`src/hw/sxcfg_pkg.sv`:
```
package sxcfg_pkg;

   // Bus geometry
   localparam int ADDR_W  = 20;
   localparam int DATA_W  = 32;
   localparam int STRB_W  = 4;
   localparam int MAC_CNT = 4;

   // Lane 0 configuration word, one per port-pair MAC
   localparam logic [ADDR_W-1:0] CFG_OFF_MAC0 = 20'h130b0;
   localparam logic [ADDR_W-1:0] CFG_OFF_MAC2 = 20'h132b0;
   localparam logic [ADDR_W-1:0] CFG_OFF_MAC4 = 20'h134b0;
   localparam logic [ADDR_W-1:0] CFG_OFF_MAC6 = 20'h136b0;

   // Unlock and status word placed beside each configuration word
   localparam logic [ADDR_W-1:0] GLB_OFF_MAC0 = 20'h130fc;
   localparam logic [ADDR_W-1:0] GLB_OFF_MAC2 = 20'h132fc;
   localparam logic [ADDR_W-1:0] GLB_OFF_MAC4 = 20'h134fc;
   localparam logic [ADDR_W-1:0] GLB_OFF_MAC6 = 20'h136fc;

   // Field positions, vector index (field bit 0 of the word is index 31)
   localparam int HALF_RATE_BIT   = 31;
   localparam int RECOMPUTE_BIT   = 30;
   localparam int UNUSED_LSB      = 24;
   localparam int UNUSED_W        = 6;
   localparam int RSVD_RO_BIT     = 23;
   localparam int TX_PWR_LSB      = 20;
   localparam int TX_PWR_W        = 3;
   localparam int TX_EMPH_LSB     = 16;
   localparam int TX_EMPH_W       = 4;
   localparam int PLL_PWR_BIT     = 15;
   localparam int RX_GATE_BIT     = 14;
   localparam int FREQ_CLR_BIT    = 13;
   localparam int RSVD_RW_LSB     = 11;
   localparam int RX_EQ_LSB       = 8;
   localparam int RX_EQ_W         = 3;
   localparam int LOOP_MODE_LSB   = 5;
   localparam int LOOP_MODE_W     = 3;
   localparam int TX_CLK_BIT      = 4;
   localparam int LOS_LSB         = 2;
   localparam int LOS_W           = 2;
   localparam int ALIGN_BIT       = 1;
   localparam int RSVD_TOP_BIT    = 0;

   // Reset image of the configuration word
   localparam logic [DATA_W-1:0] CFG_RESET = 32'h043ce513;

   // Legal codes of the coded fields
   localparam logic [TX_PWR_W-1:0] TX_PWR_OFF = 3'h0;
   localparam logic [TX_PWR_W-1:0] TX_PWR_ON  = 3'h3;
   localparam logic [LOS_W-1:0]    LOS_OFF    = 2'h0;
   localparam logic [LOS_W-1:0]    LOS_HEAVY  = 2'h3;

   // Unlock and status word layout
   localparam int UNLOCK_BIT      = 0;
   localparam int STAT_LOCKED_BIT = 8;
   localparam int STAT_GATE_BIT   = 9;
   localparam logic UNLOCK_RESET  = 1'b0;

endpackage

```
`src/hw/sxcfg_lane0.sv`:
```
// How it works
// - Half-rate bit follows low-baud link speed
// - Rising recompute bit pulses drive recalculation
// - Transmit power accepts 000 and 011 only
// - Power and gate fields locked unless unlocked
// - Emphasis field resets to 0xC, 0 means none
// - Receive PLL power bit, resets to one
// - Receive gate needs PLL power and lock
// - Rising freq-clear bit resets recovery frequency
// - Equalizer level field resets to 0x5
// - Transmit-domain clock bit, resets to one
// - Signal-loss detect accepts 00 and 11 only
// - Word aligner enable bit, resets to one
// - Unused storage, read-zero bit, reserved storage
// - Unlock bit gates traffic-affecting controls
`timescale 1ns/10ps
module sxcfg_lane0 #(
   parameter int MAC_SEL = 0
) (
   // Clock and reset
   input  wire logic                                pclk,
   input  wire logic                                presetn,
   // APB slave
   input  wire logic                                psel,
   input  wire logic                                penable,
   input  wire logic                                pwrite,
   input  wire logic [sxcfg_pkg::ADDR_W-1:0]        paddr,
   input  wire logic [sxcfg_pkg::DATA_W-1:0]        pwdata,
   input  wire logic [sxcfg_pkg::STRB_W-1:0]        pstrb,
   output logic      [sxcfg_pkg::DATA_W-1:0]        prdata,
   output logic                                     pready,
   output logic                                     pslverr,
   // Lane status from the transceiver
   input  wire logic                                low_baud_speed,
   input  wire logic                                rx_pll_locked,
   // Lane controls to the transceiver
   output logic                                     half_rate,
   output logic                                     tx_drive_recompute,
   output logic      [sxcfg_pkg::TX_PWR_W-1:0]      tx_power_state,
   output logic      [sxcfg_pkg::TX_EMPH_W-1:0]     tx_emphasis,
   output logic                                     rx_pll_power,
   output logic                                     rx_output_gate,
   output logic                                     recovery_loop_freq_clear,
   output logic      [sxcfg_pkg::RX_EQ_W-1:0]       rx_equalizer_level,
   output logic      [sxcfg_pkg::LOOP_MODE_W-1:0]   recovery_loop_mode,
   output logic                                     tx_domain_clock_on,
   output logic      [sxcfg_pkg::LOS_W-1:0]         signal_loss_detect_cfg,
   output logic                                     word_align_en
);

   localparam int AW = sxcfg_pkg::ADDR_W;
   localparam int DW = sxcfg_pkg::DATA_W;

   // Refuse a MAC index that has no address
   if (MAC_SEL < 0 || MAC_SEL >= sxcfg_pkg::MAC_CNT) begin : g_bad_mac
      $error("MAC_SEL out of range");
   end

   // Refuse a package layout that the field map cannot serve
   if (DW != 32 || sxcfg_pkg::STRB_W * 8 != DW) begin : g_bad_word
      $error("Configuration word must be four bytes of eight bits");
   end
   if (AW < 17) begin : g_bad_addr
      $error("Address bus too narrow for the configuration offsets");
   end
   if (sxcfg_pkg::HALF_RATE_BIT != DW - 1 || sxcfg_pkg::RSVD_TOP_BIT != 0) begin : g_bad_map
      $error("Field map must span the whole word");
   end

   // Address of this copy
   localparam logic [AW-1:0] CFG_ADDR =
      (MAC_SEL == 0) ? sxcfg_pkg::CFG_OFF_MAC0 :
      (MAC_SEL == 1) ? sxcfg_pkg::CFG_OFF_MAC2 :
      (MAC_SEL == 2) ? sxcfg_pkg::CFG_OFF_MAC4 : sxcfg_pkg::CFG_OFF_MAC6;
   localparam logic [AW-1:0] GLB_ADDR =
      (MAC_SEL == 0) ? sxcfg_pkg::GLB_OFF_MAC0 :
      (MAC_SEL == 1) ? sxcfg_pkg::GLB_OFF_MAC2 :
      (MAC_SEL == 2) ? sxcfg_pkg::GLB_OFF_MAC4 : sxcfg_pkg::GLB_OFF_MAC6;

   // State
   logic [DW-1:0] cfg_reg;
   logic [DW-1:0] cfg_next;
   logic          unlock_reg;
   logic          unlock_next;
   logic          speed_prev_reg;
   logic          speed_prev_next;
   logic          speed_seen_reg;
   logic          speed_seen_next;
   logic [DW-1:0] prdata_reg;
   logic [DW-1:0] prdata_next;

   // Bus decode
   logic          hit_cfg;
   logic          hit_glb;
   logic          setup_ph;
   logic          access_ph;
   logic          wr_cfg;
   logic          wr_glb;
   logic [DW-1:0] lane_mask;
   logic [DW-1:0] wr_word;
   logic [DW-1:0] glb_word;
   logic          gate_eff;
   logic          speed_load;
   logic [1:0]    edge_level;
   logic [1:0]    edge_rise;

   // Screened fields of the merged write word
   logic [sxcfg_pkg::TX_PWR_W-1:0] wr_tx_pwr;
   logic [sxcfg_pkg::LOS_W-1:0]    wr_los;
   logic                           tx_pwr_legal;
   logic                           los_legal;
   logic                           gate_allowed;

   assign hit_cfg   = (paddr[AW-1:2] == CFG_ADDR[AW-1:2]);
   assign hit_glb   = (paddr[AW-1:2] == GLB_ADDR[AW-1:2]);
   assign setup_ph  = psel & ~penable;
   assign access_ph = psel & penable;
   assign wr_cfg    = access_ph & pwrite & hit_cfg;
   assign wr_glb    = access_ph & pwrite & hit_glb;

   // Zero wait states; unmapped addresses answer with an error
   // Read data is captured in setup, so no wait state is needed
   assign pready  = 1'b1;
   assign pslverr = access_ph & ~(hit_cfg | hit_glb);
   assign prdata  = prdata_reg;

   // Byte lanes of a write
   genvar b;
   generate
      for (b = 0; b < sxcfg_pkg::STRB_W; b++) begin : g_lane
         assign lane_mask[8*b +: 8] = {8{pstrb[b]}};
      end
   endgenerate

   assign wr_word = (pwdata & lane_mask) | (cfg_reg & ~lane_mask);

   // Only the two documented codes of each coded field are stored
   assign wr_tx_pwr    = wr_word[sxcfg_pkg::TX_PWR_LSB +: sxcfg_pkg::TX_PWR_W];
   assign wr_los       = wr_word[sxcfg_pkg::LOS_LSB +: sxcfg_pkg::LOS_W];
   assign tx_pwr_legal = (wr_tx_pwr == sxcfg_pkg::TX_PWR_OFF) ||
                         (wr_tx_pwr == sxcfg_pkg::TX_PWR_ON);
   assign los_legal    = (wr_los == sxcfg_pkg::LOS_OFF) ||
                         (wr_los == sxcfg_pkg::LOS_HEAVY);

   // A raise of the gate needs the PLL powered by the same write and locked
   assign gate_allowed = wr_word[sxcfg_pkg::PLL_PWR_BIT] & rx_pll_locked;

   // Receive outputs only pass with PLL powered and locked
   assign gate_eff = cfg_reg[sxcfg_pkg::RX_GATE_BIT]
                   & cfg_reg[sxcfg_pkg::PLL_PWR_BIT]
                   & rx_pll_locked;

   // Reload half-rate from the link speed after reset and on each change
   // A written bit 31 only lasts until the next speed change
   assign speed_load = ~speed_seen_reg | (low_baud_speed != speed_prev_reg);

   // Unlock and status word image
   always_comb begin
      glb_word = '0;
      glb_word[sxcfg_pkg::UNLOCK_BIT]      = unlock_reg;
      glb_word[sxcfg_pkg::STAT_LOCKED_BIT] = rx_pll_locked;
      glb_word[sxcfg_pkg::STAT_GATE_BIT]   = gate_eff;
   end

   // Configuration word next value
   always_comb begin
      cfg_next = cfg_reg;
      if (wr_cfg) begin
         cfg_next = wr_word;
         cfg_next[sxcfg_pkg::RSVD_RO_BIT] = 1'b0;
         if (!unlock_reg) begin
            // Traffic-affecting fields hold their stored values
            cfg_next[sxcfg_pkg::TX_PWR_LSB +: sxcfg_pkg::TX_PWR_W] =
               cfg_reg[sxcfg_pkg::TX_PWR_LSB +: sxcfg_pkg::TX_PWR_W];
            cfg_next[sxcfg_pkg::PLL_PWR_BIT] = cfg_reg[sxcfg_pkg::PLL_PWR_BIT];
            cfg_next[sxcfg_pkg::RX_GATE_BIT] = cfg_reg[sxcfg_pkg::RX_GATE_BIT];
         end else begin
            // Reserved transmit power codes leave the old code in place
            if (!tx_pwr_legal) begin
               cfg_next[sxcfg_pkg::TX_PWR_LSB +: sxcfg_pkg::TX_PWR_W] =
                  cfg_reg[sxcfg_pkg::TX_PWR_LSB +: sxcfg_pkg::TX_PWR_W];
            end
            // A refused raise stores a closed gate, not the old value
            if (!gate_allowed) begin
               cfg_next[sxcfg_pkg::RX_GATE_BIT] = 1'b0;
            end
         end
         // Reserved loss-detect codes leave the old code in place
         if (!los_legal) begin
            cfg_next[sxcfg_pkg::LOS_LSB +: sxcfg_pkg::LOS_W] =
               cfg_reg[sxcfg_pkg::LOS_LSB +: sxcfg_pkg::LOS_W];
         end
      end
      // Link speed overrides a write in the same cycle
      if (speed_load) begin
         cfg_next[sxcfg_pkg::HALF_RATE_BIT] = low_baud_speed;
      end
   end

   // Unlock bit next value
   always_comb begin
      unlock_next = unlock_reg;
      if (wr_glb && pstrb[0]) begin
         unlock_next = pwdata[sxcfg_pkg::UNLOCK_BIT];
      end
   end

   // Link speed tracking next values
   always_comb begin
      speed_prev_next = low_baud_speed;
      speed_seen_next = 1'b1;
   end

   // Read data captured in the setup cycle
   always_comb begin
      prdata_next = prdata_reg;
      if (setup_ph && !pwrite) begin
         if (hit_cfg) begin
            prdata_next = cfg_reg;
            prdata_next[sxcfg_pkg::RSVD_RO_BIT] = 1'b0;
         end else if (hit_glb) begin
            prdata_next = glb_word;
         end else begin
            prdata_next = '0;
         end
      end
   end

   // Configuration word register
   always_ff @(posedge pclk or negedge presetn) begin
      if (!presetn) begin
         cfg_reg <= sxcfg_pkg::CFG_RESET;
      end else begin
         cfg_reg <= cfg_next;
      end
   end

   // Unlock register
   always_ff @(posedge pclk or negedge presetn) begin
      if (!presetn) begin
         unlock_reg <= sxcfg_pkg::UNLOCK_RESET;
      end else begin
         unlock_reg <= unlock_next;
      end
   end

   // Link speed tracking registers
   always_ff @(posedge pclk or negedge presetn) begin
      if (!presetn) begin
         speed_prev_reg <= 1'b0;
         speed_seen_reg <= 1'b0;
      end else begin
         speed_prev_reg <= speed_prev_next;
         speed_seen_reg <= speed_seen_next;
      end
   end

   // Read data register
   always_ff @(posedge pclk or negedge presetn) begin
      if (!presetn) begin
         prdata_reg <= '0;
      end else begin
         prdata_reg <= prdata_next;
      end
   end

   // Rising edges of the two trigger bits
   // Edges come from the stored word, so rewriting a 1 gives no pulse
   // Freq-clear resets to 1, so reset release gives no pulse
   assign edge_level = {cfg_reg[sxcfg_pkg::FREQ_CLR_BIT], cfg_reg[sxcfg_pkg::RECOMPUTE_BIT]};

   sxcfg_rise_det #(
      .WIDTH (2),
      .INIT  ({sxcfg_pkg::CFG_RESET[sxcfg_pkg::FREQ_CLR_BIT],
               sxcfg_pkg::CFG_RESET[sxcfg_pkg::RECOMPUTE_BIT]})
   ) u_rise (
      .pclk    (pclk),
      .presetn (presetn),
      .level   (edge_level),
      .rise    (edge_rise)
   );

   assign tx_drive_recompute       = edge_rise[0];
   assign recovery_loop_freq_clear = edge_rise[1];

   // Transmit controls straight from the stored word
   assign half_rate              = cfg_reg[sxcfg_pkg::HALF_RATE_BIT];
   assign tx_power_state         = cfg_reg[sxcfg_pkg::TX_PWR_LSB +: sxcfg_pkg::TX_PWR_W];
   assign tx_emphasis            = cfg_reg[sxcfg_pkg::TX_EMPH_LSB +: sxcfg_pkg::TX_EMPH_W];

   // Receive and framing controls; the gate also needs the PLL lock
   assign rx_pll_power           = cfg_reg[sxcfg_pkg::PLL_PWR_BIT];
   assign rx_output_gate         = gate_eff;
   assign rx_equalizer_level     = cfg_reg[sxcfg_pkg::RX_EQ_LSB +: sxcfg_pkg::RX_EQ_W];
   assign recovery_loop_mode     = cfg_reg[sxcfg_pkg::LOOP_MODE_LSB +: sxcfg_pkg::LOOP_MODE_W];
   assign tx_domain_clock_on     = cfg_reg[sxcfg_pkg::TX_CLK_BIT];
   assign signal_loss_detect_cfg = cfg_reg[sxcfg_pkg::LOS_LSB +: sxcfg_pkg::LOS_W];
   assign word_align_en          = cfg_reg[sxcfg_pkg::ALIGN_BIT];

endmodule

```
`src/hw/sxcfg_rise_det.sv`:
```
`timescale 1ns/10ps
module sxcfg_rise_det #(
   parameter int               WIDTH = 2,
   parameter logic [WIDTH-1:0] INIT  = '0
) (
   // Clock and reset
   input  wire logic             pclk,
   input  wire logic             presetn,
   // Levels in, one-cycle pulses out
   input  wire logic [WIDTH-1:0] level,
   output logic      [WIDTH-1:0] rise
);

   logic [WIDTH-1:0] prev_reg;
   logic [WIDTH-1:0] prev_next;

   // Refuse an empty detector
   if (WIDTH < 1) begin : g_bad_width
      $error("WIDTH must be at least one");
   end

   // One detector per bit
   genvar i;
   generate
      for (i = 0; i < WIDTH; i++) begin : g_bit
         assign rise[i] = level[i] & ~prev_reg[i];
      end
   endgenerate

   // Previous level
   always_comb begin
      prev_next = level;
   end

   always_ff @(posedge pclk or negedge presetn) begin
      if (!presetn) begin
         prev_reg <= INIT;
      end else begin
         prev_reg <= prev_next;
      end
   end

endmodule

```
`config.mk`:
```
export PLATFORM = sky130hd
export DESIGN_NAME = sxcfg_lane0
export DESIGN_NICKNAME = d
export VERILOG_FILES = /design/src/hw/sxcfg_pkg.sv /design/src/hw/sxcfg_lane0.sv /design/src/hw/sxcfg_rise_det.sv
export SDC_FILE = /design/constraint.sdc
export NUM_CORES = 1
export LEC_CHECK = 0
export BUFFER_PORTS_ARGS = -buffer_cell sky130_fd_sc_hd__buf_2
export CORE_ASPECT_RATIO = 0.9
export CORE_MARGIN = 2
export CORE_UTILIZATION = 27
export DETAILED_ROUTE_END_ITERATION = 16
export MAX_ROUTING_LAYER = met4
export PLACE_DENSITY = 0.6
export RECOVER_POWER = 50
export SYNTH_ARGS = -nofsm -noshare
export SYNTH_HDL_FRONTEND = slang
export SYNTH_SLANG_ARGS = --single-unit
```
`constraint.sdc`:
```
create_clock -name pclk -period 2.1 [get_ports pclk]
set_input_delay 0.42 -clock pclk [delete_from_list [all_inputs] [get_ports pclk]]
set_output_delay 0.42 -clock pclk [all_outputs]
set_load 0.03 [all_outputs]
```
Word-level counts from Yosys, hierarchy flattened
Cells that the tools add are included.
Widths: inputs -> output; s select.

operators by class
  eq/ne operators = 5
  muxes and demuxes = 10
  bitwise logic cells = 22
  reduce and logical (&&, ||, !) cells = 11

operators with widths
  operator              count
  $and 32x32->32        2
  $mux 32               2
  $eq 18x15->1 const B  2
  $not 32->32           1
  $or 32x32->32         1
  $and 1x1->1           11
  $mux 10               1
  $mux 3                2
  $not 1->1             5
  $mux 1                4
  $reduce_and 2->1      2
  $eq 3x2->1 const B    1
  $logic_not 3->1       1
  $reduce_and 3->1      1
  $eq 2x2->1 const B    1
  $logic_and 1x1->1     2
  $logic_not 2->1       1
  $logic_or 1x1->1      2
  $mux 2                1
  $or 1x1->1            2
  $reduce_bool 2->1     1
  $logic_not 1->1       1
  $ne 1x1->1            1

storage, ports and cells
  register bits after elaboration = 68
  input bits = 63
  output and inout port bits = 56
  word-level logic and storage cells = 58

Longest topological paths before layout
  depth in word-level cells = 9
  mapped depth = 7
  gate-level depth less buffers = 5

Cells and area by module
A second synthesis with hierarchy kept.

second synthesis, totals
  cells, all modules = 275
  area, all modules = 3007.9 um^2

modules (own cells, without submodules)
  module          instances  cells an instance  area each (um^2)  seq. area each (um^2)
  sxcfg_lane0     1          271                2929.1            1642.8
  sxcfg_rise_det  1          4                  78.8              51.3

Least setup slack after synthesis
No wires, ideal clock.

  path type = input to output
  from = input paddr[5] (netlist bit)
  to = output pslverr
  arrival time = 1615 ps
  data required time = 1680 ps
  slack = 65 ps
  stages on the path = 5
  buffers on the path = 1
  path through = and2_2 nand4_2 nor2_1 buf_2 nor3_1

between the ends
  word-level cells in the longest chain between the ends = 4
  elaborated cells between the ends (all ways) = 5
  those cells by class = eq/ne (2); bitwise (3)

RTL lines
  element                          line                                    RTL
  from (decl)                      sxcfg_lane0.sv:27                       input wire logic [sxcfg_pkg::ADDR_W-1:0] paddr,
  $eq 18x15->1 (on tied branches)  sxcfg_lane0.sv:114, sxcfg_lane0.sv:115
  $or 1x1->1 *                     sxcfg_lane0.sv:124                      assign pslverr = access_ph & ~(hit_cfg | hit_glb);
  $not 1->1 *                      sxcfg_lane0.sv:124
  $and 1x1->1 *                    sxcfg_lane0.sv:124
  to (decl)                        sxcfg_lane0.sv:32                       output logic pslverr,

Mark *: on every way between the ends. The rest lies on a longest branch, timed or not.

Worst setup path after layout
  from = input paddr[15] (netlist bit)
  to = output pslverr

The elaborated chain is that of the path after synthesis.

==> results.json <==
{
  "maxCapViolCount": 1,
  "cp_slowest_cell": "nor4b_4",
  "cts_buffer_depth": 2,
  "yosysTopAreaCellShare_pct": 43.9,
  "place.gp.congestion": 0.753,
  "synthFlopType": "dfrtp_1",
  "start_kind": "input port",
  "tightest_slew_ps": 1650,
  "synthCells": 281,
  "place_hpwl_mm": 5.51,
  "yosysSeqAreaShare_pct": 56.0,
  "drt-pass1-iter-count": 4,
  "use_met3_pct": 4.84,
  "viasPerCell": 4.46,
  "pin_count": 119,
  "cp_max_fo": 2,
  "grt_pass1_wl_mm": 12.3,
  "yosys.area.top_type": "dfrtp_1",
  "cts.clk_slew.worst_paths_ps": 50,
  "cp-end-kind": "output port",
  "synth.area.top_cells": "dfrtp_1 (44%), dfstp_2 (12%), nand2_1 (7.9%)",
  "grt_max_degree": 68,
  "synth.distinct_cells": 41,
  "switchingPower_uw": 638,
  "core_um2": 10900,
  "max_freq_mhz": 504,
  "drv_slew": 68,
  "hold_class": "in2reg",
  "grtUsageMet2_pct": 19.5,
  "post-route-util_pct": 36.7,
  "clkPwrFrac_pct": 48.1,
  "fin_area_um2": 3980,
  "cts_sinks": 67,
  "critPathMaxStageDelay_ps": 290,
  "crit_chain": "buf_2, nor4b_4, nand4_2, nor3_1, buf_4, nor3_1, buf_2",
  "root_buffer": "clkbuf_16",
  "drt_iter0_markers": 129,
  "diodes": 0,
  "ys_async_sr_fraction_pct": 100,
  "powerDensity_nw_per_um2": 721,
  "power_frac_comb_pct": 6.3,
  "ir_worst_vdd_v": 0.000344,
  "grt_busiest_layer": "met2",
  "syn_to_final_growth_pct": 31.7,
  "h-tree-depth": 3,
  "die_area_um2": 12100,
  "cp_num_buf_inv": 3,
  "finalCriticalPeriod_ps": 1980,
  "antenna_found_initial": 0,
  "layout-drive-gt1-share_pct": 41.9,
  "timing.slew.headroom_pct": -10.1,
  "grtUsageTotal_pct": 13.9,
  "p_int_mw": 2.23,
  "required_ps": 1680,
  "rsz0062_at_grt": "false",
  "ant_nets": 0,
  "path_delay_family": "simple AND/OR/NAND/NOR gates",
  "finalCritPeriodShare_pct": 94.5,
  "grt_pass1_vias": 2327,
  "p_seq_share_pct": 45.6,
  "synth_edf_count": 0,
  "netlist_area_um2": 3020,
  "crit_arrival_ps": 1560,
  "wl_per_cell_um": 14.3,
  "drc": 0,
  "rows": 36,
  "hold_viol": 0,
  "violations": "max-capacitance violations, max-slew violations",
  "yosys_warnings": 0,
  "power_leakage_nw": 2.08,
  "final_nets": 454,
  "ys_ff_latch": 67,
  "io_buffers": 113,
  "met1_usage_pct": 19.3,
  "die_x_um": 116,
  "skew_ps": 3.52,
  "cts_tree": "built",
  "syn_avg_cell_area_um2": 10.8,
  "run_status": "finished, violations left",
  "insertion_delay_ps": 320,
  "num_vias": 2442,
  "cts_buffers": 9,
  "dpl_cell_area_um2": 3720,
  "setup.worst_path.class": "in2out",
  "initial_core_util_pct": 27.9,
  "die_y_um": 104,
  "grt_overflow": 0,
  "setup_violations": 0,
  "wl_mm": 7.86,
  "p_sw_share_pct": 22.2
}
layout by cell type (no fill, tap or decap), types with 7 or more instances in the layout:
| master | n |
|---|---|
| buf_2 | 88 |
| nand2_1 | 64 |
| dfrtp_1 | 53 |
| nand3_1 | 38 |
| clkbuf_1 | 27 |
| mux2_2 | 18 |
| dfstp_2 | 13 |
| buf_4 | 12 |
| clkbuf_16 | 9 |
| nor2_1 | 7 |
| mux2_4 | 7 |
metal layers:
layer	up-vias	routed length [µm]
li1	1158	-
met1	1186	3740
met2	94	3520
met3	4	557
met4	0	42
met5	-	0
area by class of cell:
| type | count | area (µm²) |
|---|---|---|
| clock buffer | 14 | 264 |
| clock inverter | 2 | 10.0 |
| fill | 1095 | 6870 |
| inverter | 4 | 15.0 |
| multi-input combinational | 182 | 1140 |
| sequential | 67 | 1690 |
| tap | 152 | 190 |
| timing repair buffer | 127 | 666 |
power by group through the flow:
| stage | combinational (mW) | sequential [mW] | clock, mW |
|---|---|---|---|
| 3_5_place_dp | 0.186 | 1.33 | 0 |
| 6_report | 0.181 | 1.31 | 1.38 |
| 4_1_cts | 0.187 | 1.31 | 1.42 |
| 5_1_grt | 0.201 | 1.31 | 1.49 |
| 2_1_floorplan | 0.0535 | 1.35 | 0 |
| 3_3_place_gp | 0.182 | 1.33 | 0 |
stage by stage:
step                setup WS, ps  setup TNS, ps  instances  total power, mW  hold WS (ps)
finish                       115              0        548             2.87           255
global route                2.19              0        548             3.00           243
CTS                         78.8              0        548             2.92           222
detailed placement         -27.3          -93.5        530             1.52           371
global placement           -21.3           -131        530             1.51           367
floorplan                   65.4              0        282             1.40           124
path summary, 6_finish.rpt:
check                          startpoint            endpoint  slack [ps]  cells past startpoint
max                             paddr[15]             pslverr         120                      7
min                        low_baud_speed      speed_prev_reg         250                      1
max reg2reg                   cfg_reg[14]           prdata[9]         880                      4
min reg2reg                      register  u_rise.prev_reg[1]         390                      0
max in group asynchronous         presetn           prdata[7]         590                      1
min in group asynchronous         presetn          prdata[19]         520                      1
worst reg2reg max path, delay by kind of cell, from the launching register on:
kind               cells  cell delay [ps]
AOI/OAI and AO/OA      2              300
DFF                    1              560
and+or+nand+nor        2              250
cell usage after synthesis (all sizes together) (4+ instances only):
library cell and n:
nand2 64, dfrtp 53, nand3 39, mux2 25, buf 21, dfstp 14, nor2 9, clkbuf 8
nor3 5, inv 4, o211ai 4
timing repair:
| item | 4_1_cts | 5_1_grt |
|---|---|---|
| pin swaps | 1 | 0 |
| resized for setup | 0 | 1 |
| buffers inserted | 2 | 0 |
| hold buffers | 0 | 0 |
| setup endpoints to repair | 1 | 1 |
logic make-up after synthesis:
logic type                synth area share (%)
AOI/OAI and AO/OA                         4.18
and+or+nand+nor                           21.8
xor gates and xnor gates                 0.290
other                                    0.248
buffers and inverters                     6.91
DFF                                       56.0
muxes                                     10.5
(Power assumes the default switching activity.)
